--- src/irqf_consts.svh ---
// register offsets, field positions and reset values of the request flag block
`ifndef IRQF_CONSTS_SVH
`define IRQF_CONSTS_SVH

// ----------------------------------------------------------------------------
// register indices and byte addresses (axi4-lite, one word each)
// ----------------------------------------------------------------------------
// the printed flag offset is odd, so every offset is a word index; byte address = index * 4
`define IRQF_EXT_FLAGS_INDEX 16'hfff9
`define IRQF_PERIPH_FLAGS_INDEX 16'hfffa
`define IRQF_SERIAL_CTL_INDEX 16'hfffb
`define IRQF_EVENT_CTL_INDEX 16'hfffc
`define IRQF_EXT_FLAGS_ADDR {`IRQF_EXT_FLAGS_INDEX, 2'b00}
`define IRQF_PERIPH_FLAGS_ADDR {`IRQF_PERIPH_FLAGS_INDEX, 2'b00}
`define IRQF_SERIAL_CTL_ADDR {`IRQF_SERIAL_CTL_INDEX, 2'b00}
`define IRQF_EVENT_CTL_ADDR {`IRQF_EVENT_CTL_INDEX, 2'b00}

// ----------------------------------------------------------------------------
// field positions
// ----------------------------------------------------------------------------
`define IRQF_DT_BIT 7
`define IRQF_AD_BIT 6
`define IRQF_S1_BIT 4
`define IRQF_TXD_BIT 2
`define IRQF_OD_BIT 0
`define IRQF_DT_ENABLE_BIT 0

// ----------------------------------------------------------------------------
// reset values and masks
// ----------------------------------------------------------------------------
`define IRQF_FLAGS_RESET 8'h00
`define IRQF_PERIPH_MASK 8'hd0
`define IRQF_SERIAL_MASK 8'h05
`define IRQF_SERIAL_FIXED 8'hf8
`define IRQF_SERIAL_RESET 8'h00
`define IRQF_TB1_MAX 8'hff
`define IRQF_TB1_ZERO 8'h00

`endif

--- src/irqf_pkg.sv ---
// types shared by the request flag block
package irqf_pkg;
    typedef logic [7:0] irqf_byte_t;
    typedef enum logic [1:0] {
        IRQF_RD_IDLE,
        IRQF_RD_RESP
    } irqf_rd_e;
endpackage

--- src/irqf_edge_det.sv ---
// edge detector for the eight external interrupt pins
`timescale 1ns/10ps
`default_nettype none
module irqf_edge_det
    import irqf_pkg::*;
(
    input wire logic i_clk,
    input wire logic i_rst,
    input wire logic [7:0] i_pins,
    input wire logic [7:0] i_rising,
    output logic [7:0] o_edge
);
    logic [7:0] prev;
    logic [7:0] next_prev;

    always_comb begin
        next_prev = i_pins;
    end

    always_ff @(posedge i_clk) begin
        if (i_rst) begin
            // track the pins through reset so no false edge follows release
            prev <= i_pins;
        end else begin
            prev <= next_prev;
        end
    end

    // per pin: 1 selects rising edge, 0 falling edge
    assign o_edge = (i_rising & i_pins & ~prev) | (~i_rising & ~i_pins & prev);
endmodule
`default_nettype wire

--- src/irqf_top.sv ---
// interrupt request flags and serial pin control behind an axi4-lite slave
//
// Added by the designer: the AXI4-Lite slave port.
`timescale 1ns/10ps
`default_nettype none
`include "irqf_consts.svh"
module irqf_top
    import irqf_pkg::*;
(
    input wire logic i_clk,
    input wire logic i_rst,
    input wire logic [17:0] i_awaddr,
    input wire logic i_awvalid,
    output logic o_awready,
    input wire logic [31:0] i_wdata,
    input wire logic [3:0] i_wstrb,
    input wire logic i_wvalid,
    output logic o_wready,
    output logic [1:0] o_bresp,
    output logic o_bvalid,
    input wire logic i_bready,
    input wire logic [17:0] i_araddr,
    input wire logic i_arvalid,
    output logic o_arready,
    output logic [31:0] o_rdata,
    output logic [1:0] o_rresp,
    output logic o_rvalid,
    input wire logic i_rready,
    input wire logic [7:0] i_timer_b1_count,
    input wire logic i_conversion_done,
    input wire logic i_converter_busy_bit,
    input wire logic i_sleep_exec,
    input wire logic i_direct_transfer_made,
    input wire logic i_serial1_transfer_done,
    input wire logic [7:0] i_ext_pins,
    input wire logic [7:0] i_ext_edge_rising,
    input wire logic i_txd,
    input wire logic i_port_out,
    input wire logic i_port_oe,
    input wire logic i_sclk_out,
    output logic o_txd_pin_out,
    output logic o_txd_pin_oe,
    output logic o_sclk_pin_out,
    output logic o_sclk_pin_oe,
    output logic [7:0] o_ext_flags,
    output logic [7:0] o_periph_flags
);
    // ------------------------------------------------------------------------
    // register state
    // ------------------------------------------------------------------------
    irqf_byte_t ext_flags, next_ext_flags;
    irqf_byte_t periph_flags, next_periph_flags;
    irqf_byte_t serial_ctl, next_serial_ctl;
    logic direct_transfer_enable, next_direct_transfer_enable;
    logic [7:0] tb1_prev, next_tb1_prev;
    logic [7:0] ext_edge;

    // write channel state
    logic aw_held, next_aw_held;
    logic w_held, next_w_held;
    logic [17:0] aw_addr, next_aw_addr;
    logic [31:0] w_data, next_w_data;
    logic [3:0] w_strb, next_w_strb;
    logic bvalid, next_bvalid;
    logic [1:0] bresp, next_bresp;

    // read channel state
    irqf_rd_e rd_state, next_rd_state;
    logic [31:0] rdata, next_rdata;
    logic [1:0] rresp, next_rresp;

    function automatic logic addr_known(input logic [17:0] a);
        return a == `IRQF_EXT_FLAGS_ADDR || a == `IRQF_PERIPH_FLAGS_ADDR ||
               a == `IRQF_SERIAL_CTL_ADDR || a == `IRQF_EVENT_CTL_ADDR;
    endfunction

    // a zero written to a flag position clears it; set wins over clear
    function automatic irqf_byte_t flag_update(input irqf_byte_t cur,
                                               input irqf_byte_t set,
                                               input irqf_byte_t clr);
        return (cur & ~clr) | set;
    endfunction

    irqf_edge_det u_edge (
        .i_clk(i_clk),
        .i_rst(i_rst),
        .i_pins(i_ext_pins),
        .i_rising(i_ext_edge_rising),
        .o_edge(ext_edge)
    );

    // ------------------------------------------------------------------------
    // axi4-lite write path
    // ------------------------------------------------------------------------
    logic wr_fire;
    logic wr_lane0;
    irqf_byte_t wr_byte;
    assign wr_fire = aw_held && w_held && !bvalid;
    assign wr_lane0 = wr_fire && w_strb[0];
    assign wr_byte = w_data[7:0];
    assign o_awready = !aw_held && !bvalid;
    assign o_wready = !w_held && !bvalid;

    always_comb begin
        next_aw_held = aw_held;
        next_w_held = w_held;
        next_aw_addr = aw_addr;
        next_w_data = w_data;
        next_w_strb = w_strb;
        next_bvalid = bvalid;
        next_bresp = bresp;
        if (i_awvalid && o_awready) begin
            next_aw_held = 1'b1;
            next_aw_addr = i_awaddr;
        end
        if (i_wvalid && o_wready) begin
            next_w_held = 1'b1;
            next_w_data = i_wdata;
            next_w_strb = i_wstrb;
        end
        if (wr_fire) begin
            next_aw_held = 1'b0;
            next_w_held = 1'b0;
            next_bvalid = 1'b1;
            next_bresp = addr_known(aw_addr) ? 2'b00 : 2'b10;
        end else if (bvalid && i_bready) begin
            next_bvalid = 1'b0;
        end
    end

    // ------------------------------------------------------------------------
    // flags and control
    // ------------------------------------------------------------------------
    irqf_byte_t ext_set, ext_clr, per_set, per_clr;
    always_comb begin
        next_tb1_prev = i_timer_b1_count;
        ext_set = ext_edge;
        per_set = 8'h00;
        per_set[`IRQF_DT_BIT] = i_sleep_exec && direct_transfer_enable
                               && i_direct_transfer_made;
        per_set[`IRQF_AD_BIT] = i_conversion_done && !i_converter_busy_bit;
        per_set[`IRQF_S1_BIT] = i_serial1_transfer_done;
        ext_clr = 8'h00;
        per_clr = 8'h00;
        if (wr_lane0 && aw_addr == `IRQF_EXT_FLAGS_ADDR) begin
            ext_clr = ~wr_byte & ext_flags;
        end
        if (wr_lane0 && aw_addr == `IRQF_PERIPH_FLAGS_ADDR) begin
            // only a flag that reads one can be cleared
            per_clr = ~wr_byte & periph_flags & `IRQF_PERIPH_MASK;
        end
        next_ext_flags = flag_update(ext_flags, ext_set, ext_clr);
        next_periph_flags = flag_update(periph_flags, per_set, per_clr);
        next_serial_ctl = serial_ctl;
        if (wr_lane0 && aw_addr == `IRQF_SERIAL_CTL_ADDR) begin
            next_serial_ctl = wr_byte & `IRQF_SERIAL_MASK;
        end
        next_direct_transfer_enable = direct_transfer_enable;
        if (wr_lane0 && aw_addr == `IRQF_EVENT_CTL_ADDR) begin
            next_direct_transfer_enable = wr_byte[`IRQF_DT_ENABLE_BIT];
        end
    end

    // timer b1 flag lives in bit 1 of the event register read image
    logic tb1_flag, next_tb1_flag;
    always_comb begin
        next_tb1_flag = tb1_flag;
        if (wr_lane0 && aw_addr == `IRQF_EVENT_CTL_ADDR && !wr_byte[1]) begin
            next_tb1_flag = 1'b0;
        end
        if (tb1_prev == `IRQF_TB1_MAX && i_timer_b1_count == `IRQF_TB1_ZERO) begin
            next_tb1_flag = 1'b1;
        end
    end

    // ------------------------------------------------------------------------
    // axi4-lite read path
    // ------------------------------------------------------------------------
    assign o_arready = rd_state == IRQF_RD_IDLE;
    always_comb begin
        next_rd_state = rd_state;
        next_rdata = rdata;
        next_rresp = rresp;
        case (rd_state)
            IRQF_RD_IDLE: begin
                if (i_arvalid) begin
                    next_rd_state = IRQF_RD_RESP;
                    next_rresp = addr_known(i_araddr) ? 2'b00 : 2'b10;
                    next_rdata = 32'h0000_0000;
                    case (i_araddr)
                        `IRQF_EXT_FLAGS_ADDR: next_rdata[7:0] = ext_flags;
                        `IRQF_PERIPH_FLAGS_ADDR: next_rdata[7:0] = periph_flags;
                        `IRQF_SERIAL_CTL_ADDR:
                            next_rdata[7:0] = serial_ctl | `IRQF_SERIAL_FIXED;
                        `IRQF_EVENT_CTL_ADDR:
                            next_rdata[7:0] = {6'b00_0000, tb1_flag, direct_transfer_enable};
                        default: next_rdata = 32'h0000_0000;
                    endcase
                end
            end
            IRQF_RD_RESP: begin
                if (i_rready) begin
                    next_rd_state = IRQF_RD_IDLE;
                end
            end
            default: next_rd_state = IRQF_RD_IDLE;
        endcase
    end

    always_ff @(posedge i_clk) begin
        if (i_rst) begin
            aw_held <= 1'b0;
            w_held <= 1'b0;
            aw_addr <= 18'h0_0000;
            w_data <= 32'h0000_0000;
            w_strb <= 4'h0;
            bvalid <= 1'b0;
            bresp <= 2'b00;
            rd_state <= IRQF_RD_IDLE;
            rdata <= 32'h0000_0000;
            rresp <= 2'b00;
            ext_flags <= `IRQF_FLAGS_RESET;
            periph_flags <= `IRQF_FLAGS_RESET;
            serial_ctl <= `IRQF_SERIAL_RESET;
            direct_transfer_enable <= 1'b0;
            tb1_prev <= i_timer_b1_count;
            tb1_flag <= 1'b0;
        end else begin
            aw_held <= next_aw_held;
            w_held <= next_w_held;
            aw_addr <= next_aw_addr;
            w_data <= next_w_data;
            w_strb <= next_w_strb;
            bvalid <= next_bvalid;
            bresp <= next_bresp;
            rd_state <= next_rd_state;
            rdata <= next_rdata;
            rresp <= next_rresp;
            ext_flags <= next_ext_flags;
            periph_flags <= next_periph_flags;
            serial_ctl <= next_serial_ctl;
            direct_transfer_enable <= next_direct_transfer_enable;
            tb1_prev <= next_tb1_prev;
            tb1_flag <= next_tb1_flag;
        end
    end

    assign o_bvalid = bvalid;
    assign o_bresp = bresp;
    assign o_rvalid = rd_state == IRQF_RD_RESP;
    assign o_rdata = rdata;
    assign o_rresp = rresp;
    assign o_ext_flags = ext_flags;
    assign o_periph_flags = periph_flags;

    // ------------------------------------------------------------------------
    // shared pins
    // ------------------------------------------------------------------------
    assign o_txd_pin_out = serial_ctl[`IRQF_TXD_BIT] ? i_txd : i_port_out;
    assign o_txd_pin_oe = serial_ctl[`IRQF_TXD_BIT] ? 1'b1 : i_port_oe;
    // open drain drives only the low level and floats for a one
    assign o_sclk_pin_out = i_sclk_out;
    assign o_sclk_pin_oe = serial_ctl[`IRQF_OD_BIT] ? !i_sclk_out : 1'b1;
endmodule
`default_nettype wire

--- config.mk ---
export PLATFORM = sky130hd
export DESIGN_NAME = irqf_top
export DESIGN_NICKNAME = d
export VERILOG_FILES = /design/src/irqf_pkg.sv /design/src/irqf_edge_det.sv /design/src/irqf_top.sv
export VERILOG_INCLUDE_DIRS = /design/src
export SDC_FILE = /design/constraint.sdc
export NUM_CORES = 1
export LEC_CHECK = 0
export ABC_AREA = 1
export BUFFER_PORTS_ARGS = -buffer_cell sky130_fd_sc_hd__buf_2
export CAP_MARGIN = 20
export CORE_ASPECT_RATIO = 0.9
export CORE_MARGIN = 1.5
export CORE_UTILIZATION = 49
export CTS_CLUSTER_DIAMETER = 150
export CTS_CLUSTER_SIZE = 40
export DETAILED_ROUTE_END_ITERATION = 10
export GPL_ROUTABILITY_DRIVEN = 1
export GPL_TIMING_DRIVEN = 0
export PLACE_DENSITY = 0.86
export SETUP_SLACK_MARGIN = 0.05
export SLEW_MARGIN = 20
export SYNTH_ARGS = -nofsm -noshare
export SYNTH_HDL_FRONTEND = slang
export SYNTH_SLANG_ARGS = --single-unit
--- constraint.sdc ---
create_clock -name i_clk -period 3.4 [get_ports i_clk]
set_input_delay 0.17 -clock i_clk [delete_from_list [all_inputs] [get_ports i_clk]]
set_output_delay 0.17 -clock i_clk [all_outputs]
set_load 0.005 [all_outputs]
Yosys cells after proc, flatten, opt, wreduce, memory -nomap -nowiden --
Index checks and enable logic that the tools add are counted. W data, S select, Z words.
Storage, ports and cells: flip-flop bits (word level) 80, input port bits 112, output and inout port bits 61, word-level logic and storage cells 97
Cells by class: eq/ne operators 12, multiplexer cells 15, bitwise operators 17, reductions and logical operators 36
Operators by type and width (count):
- $eq A18 B18 Y1 const B | 8
- $and A8 B8 Y8 | 8
- $not A8 Y8 | 6
- $pmux W8 S4 | 1
- $or A8 B8 Y8 | 3
- $logic_and A1 B1 Y1 | 17
- $mux W8 | 2
- $eq A8 B8 Y1 const B | 1
- $logic_not A8 Y1 | 1
- $mux W2 | 4
- $mux W1 | 7
- $logic_not A1 Y1 | 6
- $logic_or A1 B1 Y1 | 6
- $pmux W2 S2 | 1
- $reduce_and A2 Y1 | 2
- $reduce_bool A2 Y1 | 2
- $eq A2 B1 Y1 const B | 1
- $logic_not A2 Y1 | 1
- $ne A2 B1 Y1 const B | 1
- $ne A2 B2 Y1 const B | 1
- $reduce_or A2 Y1 | 1

Logic depth before layout (Yosys ltp) --
Gate-level depths: netlist of run 1.
depth in word-level cells 8, depth in mapped cells 9, gate-level depth less buffers 9

Hierarchy --
From an unflattened synthesis of run 1, not the netlist that was laid out.
Second synthesis, totals: cell total of the unflattened synthesis 465, area, all modules 3398.3 µm²
By module, submodules not included:
- irqf_top | times used 1, cells each 417, area each 3078.0 µm², seq. area each 1281.2 µm²
- irqf_edge_det | times used 1, cells each 48, area each 320.3 µm², seq. area each 160.2 µm²

Least setup slack after synthesis of run 1 --
OpenSTA, ideal clock, no wires.
path kind register to register, from reg bvalid (netlist: o_bvalid), to reg ext_flags[7] (netlist: o_ext_flags[7]), setup time 0.137 ns, data arrival time 1.039 ns, required time 3.263 ns, slack 2.225 ns, cell stages (with the launch flop) 7, buffers on the path 0, clock period less this slack 1.175 ns, path through dfxtp_1 > nor2_1 > nand3_1 > nor2_2 > nand4_1 > nand2_1 > a21oi_1
On the way: word-level cells in the longest chain between the ends 8
Ends and longest elaborated chain:
- start, declared | line irqf_top.sv:64 | logic bvalid, next_bvalid;
- start signal, assigned | line irqf_top.sv:234 | bvalid <= next_bvalid;
- $logic_not A1 Y1 | line irqf_top.sv:98 | assign wr_fire = aw_held && w_held && !bvalid;
- $logic_and A1 B1 Y1 | line irqf_top.sv:98
- $logic_and A1 B1 Y1 | line irqf_top.sv:99 | assign wr_lane0 = wr_fire && w_strb[0];
- $logic_and A1 B1 Y1 (no source line)
- $mux W8 | line irqf_top.sv:145 | if (wr_lane0 && aw_addr == `IRQF_EXT_FLAGS_ADDR) begin
- $not A8 Y8 | line irqf_top.sv:81 | return (cur & ~clr) | set;
- $and A8 B8 Y8 | line irqf_top.sv:81
- $or A8 B8 Y8 | line irqf_top.sv:81
- end signal, assigned | line irqf_top.sv:222 | ext_flags <= `IRQF_FLAGS_RESET;
- end signal, assigned | line irqf_top.sv:239 | ext_flags <= next_ext_flags;
- end, declared | line irqf_top.sv:51 | irqf_byte_t ext_flags, next_ext_flags;
No other way between the ends. A chain may end at the register's enable or synchronous reset.

Worst setup path in the final report of run 1 --
from reg w_held, to reg ext_flags[2] (netlist: o_ext_flags[2])
On the way: word-level cells in the longest chain between the ends 8
Ends and longest elaborated chain:
- start, declared | line irqf_top.sv:60 | logic w_held, next_w_held;
- start signal, assigned | line irqf_top.sv:230 | w_held <= next_w_held;
- $logic_and A1 B1 Y1 (2 in a row) | line irqf_top.sv:98
- $logic_and A1 B1 Y1 | line irqf_top.sv:99
- $logic_and A1 B1 Y1 (no source line)
- $mux W8 | line irqf_top.sv:145
- $not A8 Y8 | line irqf_top.sv:81
- $and A8 B8 Y8 | line irqf_top.sv:81
- $or A8 B8 Y8 | line irqf_top.sv:81
No other way between the ends.

==> flow_metrics.env, run 1 <==
export IMPL_status="completed"
export IMPL_ys_types=29
export IMPL_cts_htree_levels=3
export IMPL_post_cts_setup_buffers=0
export IMPL_cp_arrival_ps=1720
export IMPL_setup_violations=0
export IMPL_ys_async_sr_fraction=0
export IMPL_core_um2=6550
export IMPL_vias=3444
export IMPL_slew_viol_final=0
export IMPL_synthCells=452
export IMPL_final_cell_mix="118 x buf_2, 85 x nand2_1, 72 x dfxtp_1, 65 x nor2_1, 42 x inv_1"
export IMPL_setup_tns_ps=0
export IMPL_first_global_vias=3017
export IMPL_syn_area_per_cell_um2=7.32
export IMPL_nets=735
export IMPL_cts_tree="yes"
export IMPL_path_max_fanout=8
export IMPL_ctsRootBufferMaster="clkbuf_8"
export IMPL_crit_path_max_incr_delay_ps=350
export IMPL_p_leak_uw=0.00222
export IMPL_cts_num_sinks=72
export IMPL_die_x_um=89.6
export IMPL_synth_main_ff_cell="dfxtp_1"
export IMPL_cp_cell_sequence="inv_1 -> nor2_1 -> nand3_1 -> nor2_2 -> nand4_1 -> nand2_1 -> a21oi_1"
export IMPL_syn2layout_area_growth_pct=35.5
export IMPL_drtIter0Drc=162
export IMPL_max_freq_mhz=663
export IMPL_antenna_found_initial=0
export IMPL_dieArea_um2=7260
export IMPL_maxSlewHeadroom=0.578
export IMPL_yosys_warnings=0
export IMPL_grt_overflow_total=0
export IMPL_grtUsageTotal=0.231
export IMPL_whs_ps=65.4
export IMPL_finClkSkew_ps=11.7
export IMPL_min_period_ps=1510
export IMPL_fin_crit_sh=0.444
export IMPL_crit_path_start_kind="register"
export IMPL_synth_seq_cells=72
export IMPL_ys_seq_area_frac=0.436
export IMPL_start_util=0.505
export IMPL_postRouteAntennaNets=0
export IMPL_cp_end_kind="register"
export IMPL_hold_viol=0
export IMPL_p_per_area_nw_per_um2=433
export IMPL_post_cts_resized=0
export IMPL_place_hpwl_um=6280
export IMPL_clock_latency_ps=340
export IMPL_rows=28
export IMPL_grt_pass1_wl_um=12700
export IMPL_io_buffers=114
export IMPL_drt_wl_total_um=8260
export IMPL_first_pass_iters=5
export IMPL_rsz0062_at_grt="false"
export IMPL_wl_per_cell_um=11.5
export IMPL_numCtsBuffers=9
export IMPL_cp_required_ps=3610
export IMPL_clkTransAtPathRegs_ps=80
export IMPL_cts_buffer_depth=2
export IMPL_antenna_cells=0
export IMPL_syn_area_um2=3310
export IMPL_synth_enable_flop_cells=0
export IMPL_vias_per_cell=4.80
export IMPL_gp_congestion=0.905
export IMPL_worstMarginPinSlew_ps=632
export IMPL_drc=0
export IMPL_grt_max_degree=13
export IMPL_pin_count=173
export IMPL_drive_above_1_share=0.309
export IMPL_die_y_um=81.0
export IMPL_hold_class="input pin to register"
export IMPL_slowest_stage="dfxtp_1"
export IMPL_final_common_cell="buf_2"
export IMPL_cap_violations=0
export IMPL_peakVddDrop_v=0.000290
export IMPL_worstSetupPathType="register to register"
==> registers in the layout, summed over array words and instances, names as in the netlist <==
register,count
tb1_prev,8
o_ext_flags,8
o_periph_flags,3
aw_held,1
u_edge.prev,8
aw_addr,18
w_data,8
rd_state,1
w_held,1
o_rresp,1
o_bresp,1
direct_transfer_enable,1
serial_ctl,2
w_strb,1
o_bvalid,1
tb1_flag,1
o_rdata,8
==> synthesized netlist by cell type (3+ instances only) <==
cell       n  share of area
a21oi_2    4          0.011
nor2_1    65          0.074
nor2_2     7          0.013
buf_2      4         0.0060
a21oi_1   32          0.048
buf_4     33          0.075
nand4_1   18          0.034
inv_1     42          0.048
nand2_1   85          0.096
inv_2      3         0.0034
dfxtp_1   72           0.44
o21ai_0   35          0.053
clkbuf_1   6         0.0068
nand2_2    5         0.0095
nand3_1   23          0.035
==> worst paths after layout <==
check / startpoint / to / slack [ps] / cells after the start
worst max register to register: w_held / o_ext_flags[2] / 1890 / 7
worst min-delay path: i_serial1_transfer_done / o_periph_flags[4] / 70 / 3
worst min register to register: aw_addr[4] / aw_addr[4] / 470 / 2
worst max-delay path: w_held / o_ext_flags[2] / 1890 / 7
==> worst max-delay path, delay by kind of cell, from the launching register on <==
family,cells,cell delay [ps]
and+or+nand+nor,5,910
DFF,1,350
buffers and inverters,1,60
AOI/OAI and AO/OA,1,50
==> layer usage <==
layer	up-vias	GRT usage	share of wire
met5	-	0	0
met4	0	0.108	0.021
met3	18	0.0488	0.083
met2	154	0.403	0.49
met1	1528	0.268	0.41
li1	1744	-	-
==> layout make-up <==
| cell class | count | area [um2] |
|---|---|---|
| plain buffers | 44 | 294 |
| clock buffers | 10 | 138 |
| clock inverters | 6 | 82.6 |
| fillers | 582 | 2070 |
| inverters | 45 | 169 |
| multi-input cells | 321 | 1520 |
| flip-flops and latches | 72 | 1440 |
| well taps | 90 | 113 |
| repair buffers | 130 | 731 |
==> repair_timing <==
action                                 CTS  global route
setup endpoints to repair                0             0
endpoints found under the hold margin   16             0
hold buffers                            16             0
==> kinds of logic (layout without fill, tap and decap cells) <==
kind of cell,count (synthesis),count (layout),synth area share
and+or+nand+nor,213,213,0.298
buffers and inverters,89,235,0.140
AOI/OAI and AO/OA,77,77,0.126
DFF,72,72,0.436
other,1,31,0.00113
==> power breakdown <==
part / total, uW / internal, uW / switching [uW]
Sequential: 933 / 900 / 33.7
Clock: 740 / 429 / 311
Combinational: 268 / 126 / 142
==> through the flow <==
step	total power, uW	worst slack (ps)	utilization	area, um2	std cells
2_1_floorplan	1090	2220	-	3420	482
3_3_place_gp	1190	2020	0.627	4110	686
3_5_place_dp	1200	2000	0.627	4110	686
4_1_cts	1950	1950	0.685	4490	718
5_1_grt	2030	1790	0.685	4490	718
6_report	1940	1890	0.685	4490	718
Note: power is estimated with default switching activity, not from simulation.
==> run 2, diff against run 1 <==
--- a/config.mk
+++ b/config.mk
@@ -11,13 +11,13 @@
 export CAP_MARGIN = 20
 export CORE_ASPECT_RATIO = 0.9
 export CORE_MARGIN = 1.5
-export CORE_UTILIZATION = 49
+export CORE_UTILIZATION = 45
 export CTS_CLUSTER_DIAMETER = 150
 export CTS_CLUSTER_SIZE = 40
 export DETAILED_ROUTE_END_ITERATION = 10
 export GPL_ROUTABILITY_DRIVEN = 1
 export GPL_TIMING_DRIVEN = 0
-export PLACE_DENSITY = 0.86
+export PLACE_DENSITY = 0.8
 export SETUP_SLACK_MARGIN = 0.05
 export SLEW_MARGIN = 20
 export SYNTH_ARGS = -nofsm -noshare
==> constraint.sdc (replaced) <==
create_clock -name i_clk -period 1.4 [get_ports i_clk]
set_input_delay 0.07 -clock i_clk [delete_from_list [all_inputs] [get_ports i_clk]]
set_output_delay 0.07 -clock i_clk [all_outputs]
set_load 0.005 [all_outputs]
==> run 2 against run 1 <==
Non-clock buffer count is 20 higher. Hold slack lost 56 ps. Maximum frequency increased by 9.9%. First-iteration DRC count up 1.2%. Sequential share of layout area fell by 1.6 points. Clock power is 93% higher. Global-route usage is 0.82 points lower. Wire length is 8.4% higher. Count of clock-buffer cells in the layout is the same. Core utilization fell by 1.2 points. Clock skew fell by 4.7 ps. Sequential power rose by 140%. Largest power group unchanged. Highest routed layer unchanged.
==> flow_metrics.env, run 2 (synthesis results as in run 1) <==
export IMPL_ctsRootBufferMaster="clkbuf_8"
export IMPL_fin_crit_sh=0.980
export IMPL_clkTransAtPathRegs_ps=80
export IMPL_placed_area_um2=4110
export IMPL_numCtsBuffers=9
export IMPL_max_freq_mhz=729
export IMPL_peakVddDrop_v=0.000758
export IMPL_maxSlewHeadroom=0.589
export IMPL_rr_endpoint="o_ext_flags[3]"
export IMPL_grt_max_degree=13
export IMPL_vias=3526
export IMPL_final_util=0.673
export IMPL_layout_setup_ws_ps=27.7
export IMPL_setup_violations=0
export IMPL_drive_above_1_share=0.344
export IMPL_first_pass_iters=5
export IMPL_drt_wl_total_um=8960
export IMPL_power_switching_uw=1210
export IMPL_min_period_ps=1370
export IMPL_drc=0
export IMPL_cts_htree_levels=3
export IMPL_comb_power_share=0.161
export IMPL_die_x_um=93.4
export IMPL_first_global_vias=3230
export IMPL_grtUsageTotal=0.222
export IMPL_largest_reg_flops=18
export IMPL_cp_end_kind="register"
export IMPL_stdcell_area_um2=4760
export IMPL_final_common_cell="buf_2"
export IMPL_vias_per_cell=4.75
export IMPL_status="completed"
export IMPL_drtIter0Drc=164
export IMPL_io_buffers=114
export IMPL_cp_required_ps=1610
export IMPL_r2r_start="aw_addr[9]"
export IMPL_wl_per_cell_um=12.1
export IMPL_nFillCells=601
export IMPL_dieArea_um2=7880
export IMPL_core_um2=7080
export IMPL_start_util=0.468
export IMPL_crit_path_start_kind="register"
export IMPL_multi_input_area_um2=1610
export IMPL_postRouteAntennaNets=0
export IMPL_nets=756
export IMPL_p_int_uw=3210
export IMPL_post_place_ws_ps=1.99
export IMPL_gp_congestion=0.860
export IMPL_hold_path_end="w_data[3]"
export IMPL_regArea_um2=1450
export IMPL_p_per_area_nw_per_um2=930
export IMPL_clock_latency_ps=340
export IMPL_pin_count=173
export IMPL_rsz0062_at_grt="true"
export IMPL_crit_path_max_incr_delay_ps=340
export IMPL_reg2regPathDepth=7
export IMPL_reg2reg_slack_ps=30
export IMPL_die_y_um=84.4
export IMPL_antenna_found_initial=0
export IMPL_grt_overflow_total=0
export IMPL_hold_depth=3
export IMPL_syn2layout_area_growth_pct=43.9
export IMPL_worstSetupPathType="register to register"
export IMPL_cts_num_sinks=72
export IMPL_worstMarginPinSlew_ps=616
export IMPL_seqPwrFrac=0.516
export IMPL_cts_buffer_depth=2
export IMPL_grt_pass1_wl_um=13900
export IMPL_slowest_stage="dfxtp_2"
export IMPL_top_register="aw_addr"
export IMPL_path_max_fanout=5
export IMPL_rows=29
export IMPL_p_sw_frac=0.274
export IMPL_cts_tree="yes"
export IMPL_hold_class="input pin to register"
export IMPL_slew_viol_final=0
export IMPL_cp_arrival_ps=1580
export IMPL_cap_violations=0
export IMPL_cp_cell_sequence="nand2_2 -> nor2_4 -> nand4_4 -> nor2_8 -> nand4_1 -> nand2_1 -> a21oi_2"
export IMPL_pwr_share_clk=0.323
export IMPL_p_leak_uw=0.00232
export IMPL_finClkSkew_ps=7.01
export IMPL_place_hpwl_um=6280
export IMPL_hold_viol=0
export IMPL_antenna_cells=0
export IMPL_worstHoldStart="i_wdata[3]"
export IMPL_final_cell_mix="117 x buf_2, 79 x nand2_1, 64 x dfxtp_1, 61 x nor2_1, 42 x inv_1"
## run 2: changes by cell type in the layout (fill, tap and decap cells not counted), sizes merged
cell / change
dlygate4sd3: +19
bufinv: -2
buf: +1
clkinv: +1
clkinvlp: +1
nor2: +1
## run 2: metrics by stage
step / hold slack (ps) / std cells / TNS, ps / power (uW)
2_1_floorplan: 97.7 / 482 / 0 / 2660
3_3_place_gp: 190 / 689 / 0 / 2900
4_1_cts: 0.838 / 740 / 0 / 4420
3_5_place_dp: 189 / 689 / 0 / 2920
6_report: 9.85 / 742 / 0 / 4430
5_1_grt: 26.0 / 742 / -145 / 4650
## run 2: final cells by class
| type | instances | area share |
|---|---|---|
| flip-flops and latches | 72 | 0.305 |
| multi-input cells | 322 | 0.339 |
| repair buffers | 151 | 0.197 |
| well taps | 93 | 0.0244 |
| plain buffers | 43 | 0.0625 |
| clock inverters | 6 | 0.00736 |
| clock buffers | 10 | 0.0289 |
| inverters | 45 | 0.0355 |
## run 2: what timing repair did
action | in CTS | in global routing
setup buffers | 0 | 2
hold buffers | 35 | 0
pin swaps | 1 | 10
endpoints found under the hold margin | 35 | 0
endpoints found under the setup margin | 10 | 40
resized for setup | 4 | 39
cloned | 0 | 1
## run 2: how the worst max path moves through the flow
stage          slack, ps        endpoint  depth (start not counted)  startpoint
3_5_place_dp           2  o_ext_flags[3]                          7      w_held
6_report              30  o_ext_flags[3]                          7  aw_addr[9]
3_3_place_gp          10  o_ext_flags[3]                          7      w_held
5_1_grt              -40  o_ext_flags[2]                          7  aw_addr[9]
4_1_cts               60  o_ext_flags[3]                          7      w_held
2_1_floorplan        220  o_ext_flags[7]                          6    o_bvalid
## run 2: routing by layer
layer,up-vias,track usage,share of wire
li1,1785,-,-
met1,1568,0.263,0.42
met2,149,0.382,0.48
met3,24,0.0408,0.074
met4,0,0.113,0.027
met5,-,0,0
## run 2: worst max-delay path: cells and delay by family (launching register included)
| kind | cells | cell delay [ps] |
|---|---|---|
| simple gates | 6 | 860 |
| flops | 1 | 340 |
| compound gates | 1 | 50 |
## run 2: power groups by stage
stage	combinational [uW]	clock, uW	sequential (uW)
2_1_floorplan	360	0	2300
3_3_place_gp	591	0	2300
3_5_place_dp	609	0	2310
4_1_cts	686	1470	2270
5_1_grt	804	1550	2290
6_report	714	1430	2280
==> run 3, diff against run 2 <==
--- a/config.mk
+++ b/config.mk
@@ -9,7 +9,7 @@
 export ABC_AREA = 1
 export BUFFER_PORTS_ARGS = -buffer_cell sky130_fd_sc_hd__buf_2
 export CAP_MARGIN = 20
-export CORE_ASPECT_RATIO = 0.9
+export CORE_ASPECT_RATIO = 1.75
 export CORE_MARGIN = 1.5
 export CORE_UTILIZATION = 45
 export CTS_CLUSTER_DIAMETER = 150
@@ -18,6 +18,7 @@
 export GPL_ROUTABILITY_DRIVEN = 1
 export GPL_TIMING_DRIVEN = 0
 export PLACE_DENSITY = 0.8
+export RECOVER_POWER = 25
 export SETUP_SLACK_MARGIN = 0.05
 export SLEW_MARGIN = 20
 export SYNTH_ARGS = -nofsm -noshare
==> run 3 against run 2 <==
Count of clock-buffer cells in the layout grew 1. Global-route usage grew 0.48 points. Wire length grew 1.3%. Maximum frequency is essentially flat. Final cell count shrank 3.0%. Non-clock buffer count shrank 14. First-iteration DRC count grew 14%. Clock power grew 54%. Hold slack lost 7.3 ps. Critical endpoint is now o_periph_flags[7]. Combinational power shrank 5.0%.
==> flow_metrics.env, run 3 (synthesis results as in run 1) <==
export IMPL_ctsRootBufferMaster="clkbuf_16"
export IMPL_grtUsageMet2=0.436
export IMPL_rsz0062_at_grt="true"
export IMPL_cts_num_sinks=72
export IMPL_rows=41
export IMPL_path_max_fanout=4
export IMPL_die_y_um=116
export IMPL_cts_buffer_depth=2
export IMPL_fin_crit_sh=0.980
export IMPL_crit_family="simple AND/OR/NAND/NOR gates"
export IMPL_clock_latency_ps=330
export IMPL_crit_path_start_kind="register"
export IMPL_vias=3461
export IMPL_largest_reg_flops=18
export IMPL_top_usage_layer="met2"
export IMPL_worstSetupPathType="register to register"
export IMPL_io_buffers=114
export IMPL_postRouteAntennaNets=0
export IMPL_slowest_stage="dfxtp_2"
export IMPL_crit_path_max_incr_delay_ps=330
export IMPL_whs_ps=2.58
export IMPL_numCtsBuffers=9
export IMPL_placed_area_um2=4100
export IMPL_die_x_um=67.8
export IMPL_syn2layout_area_growth_pct=41.1
export IMPL_p_per_area_nw_per_um2=1100
export IMPL_maxSlewHeadroom=0.590
export IMPL_path_buf_inv=0
export IMPL_antenna_cells=0
export IMPL_slew_viol_final=0
export IMPL_cap_violations=0
export IMPL_setup_tns_ps=0
export IMPL_cp_cell_sequence="nand2_2 -> nor2_4 -> nand4_4 -> nor2_2 -> nand4_1 -> nand2_1 -> a21oi_1"
export IMPL_grt_overflow_total=0
export IMPL_clkTransAtPathRegs_ps=50
export IMPL_nFillCells=624
export IMPL_cp_arrival_ps=1560
export IMPL_setup_violations=0
export IMPL_peakVddDrop_v=0.000833
export IMPL_dieArea_um2=7900
export IMPL_max_freq_mhz=729
export IMPL_first_pass_iters=4
export IMPL_gp_congestion=0.957
export IMPL_cp_end_kind="register"
export IMPL_wl_per_cell_um=12.6
export IMPL_min_period_ps=1370
export IMPL_final_cell_mix="102 x buf_2, 79 x nand2_1, 68 x dfxtp_1, 60 x nor2_1, 42 x inv_1"
export IMPL_cts_tree="yes"
export IMPL_grt_pass1_wl_um=13400
export IMPL_p_leak_uw=0.00225
export IMPL_cts_htree_levels=3
export IMPL_met3_usage=0.0424
export IMPL_core_um2=7180
export IMPL_nets=742
export IMPL_pin_count=173
export IMPL_final_common_cell="buf_2"
export IMPL_worstMarginPinSlew_ps=616
export IMPL_finalPower_uw=5160
export IMPL_drt_wl_total_um=9080
export IMPL_place_hpwl_um=6640
export IMPL_grtUsageTotal=0.227
export IMPL_hold_class="input pin to register"
export IMPL_gr_usage_met1=0.214
export IMPL_drive_above_1_share=0.311
export IMPL_status="completed"
export IMPL_stdcell_area_um2=4670
export IMPL_drtIter0Drc=187
export IMPL_hold_viol=0
export IMPL_first_global_vias=3108
export IMPL_final_util=0.650
export IMPL_start_util=0.461
export IMPL_grt_max_degree=12
export IMPL_drc=0
export IMPL_antenna_found_initial=0
export IMPL_top_register="aw_addr"
export IMPL_vias_per_cell=4.81
export IMPL_finClkSkew_ps=4.52
export IMPL_cp_required_ps=1580
[run 3: cell types whose count changed in the layout (fill, tap and decap cells not counted), sizes merged]
cell         before  now
clkinvlp          2    0
bufinv            0    1
buf             153  137
clkinv            4    3
clkbuf           16   32
dlygate4sd3      35   22
[run 3: worst register-to-register path, stage by stage (launching register included)]
cell	delay, ps
dfxtp_2	330
nand2_2	70
nor2_4	120
nand4_4	190
nor2_2	240
nand4_1	140
nand2_1	80
a21oi_1	60
[run 3: timing repair]
action,4_1_cts,5_1_grt
gates cloned,0,1
endpoints found under the setup margin,9,40
gates resized for setup,5,22
pin swaps,0,9
endpoints found under the hold margin,23,0
hold buffers,22,0
setup buffers,0,1
[run 3: cell type report]
class / count / area [um2] / area share
inverters: 45 / 169 / 0.0362
multi-input cells: 322 / 1580 / 0.339
repair buffers: 137 / 781 / 0.167
clock buffers: 11 / 243 / 0.0520
clock inverters: 4 / 45.0 / 0.00964
plain buffers: 43 / 297 / 0.0635
flip-flops and latches: 72 / 1450 / 0.310
well taps: 86 / 108 / 0.0230
[run 3: final timing paths]
kind / startpoint / cells after the start / to / slack, ps
setup reg to reg: aw_addr[12] / 7 / o_periph_flags[7] / 30
setup / recovery: aw_addr[12] / 7 / o_periph_flags[7] / 30
hold / removal: i_awaddr[9] / 3 / aw_addr[9] / 3
hold reg to reg: o_rdata[0] / 2 / o_rdata[0] / 460
[run 3: per-layer routing]
layer	up-vias	wire, um
met5	-	0
met4	0	380
met3	31	588
met2	144	5020
met1	1529	3090
li1	1757	-
[run 3: per-stage QoR]
stage	setup WS [ps]	cells
after global routing	-63.8	720
after detailed placement	-3.81	682
final	28.1	720
after global placement	30.6	682
after floorplan	225	482
after CTS	28.6	719
[run 3: where the power goes]
| part | switching, uW | internal [uW] | total [uW] |
|---|---|---|---|
| combinational | 359 | 319 | 678 |
| sequential | 90.5 | 2190 | 2280 |
| clock | 794 | 1410 | 2200 |
| total | 1240 | 3920 | 5160 |
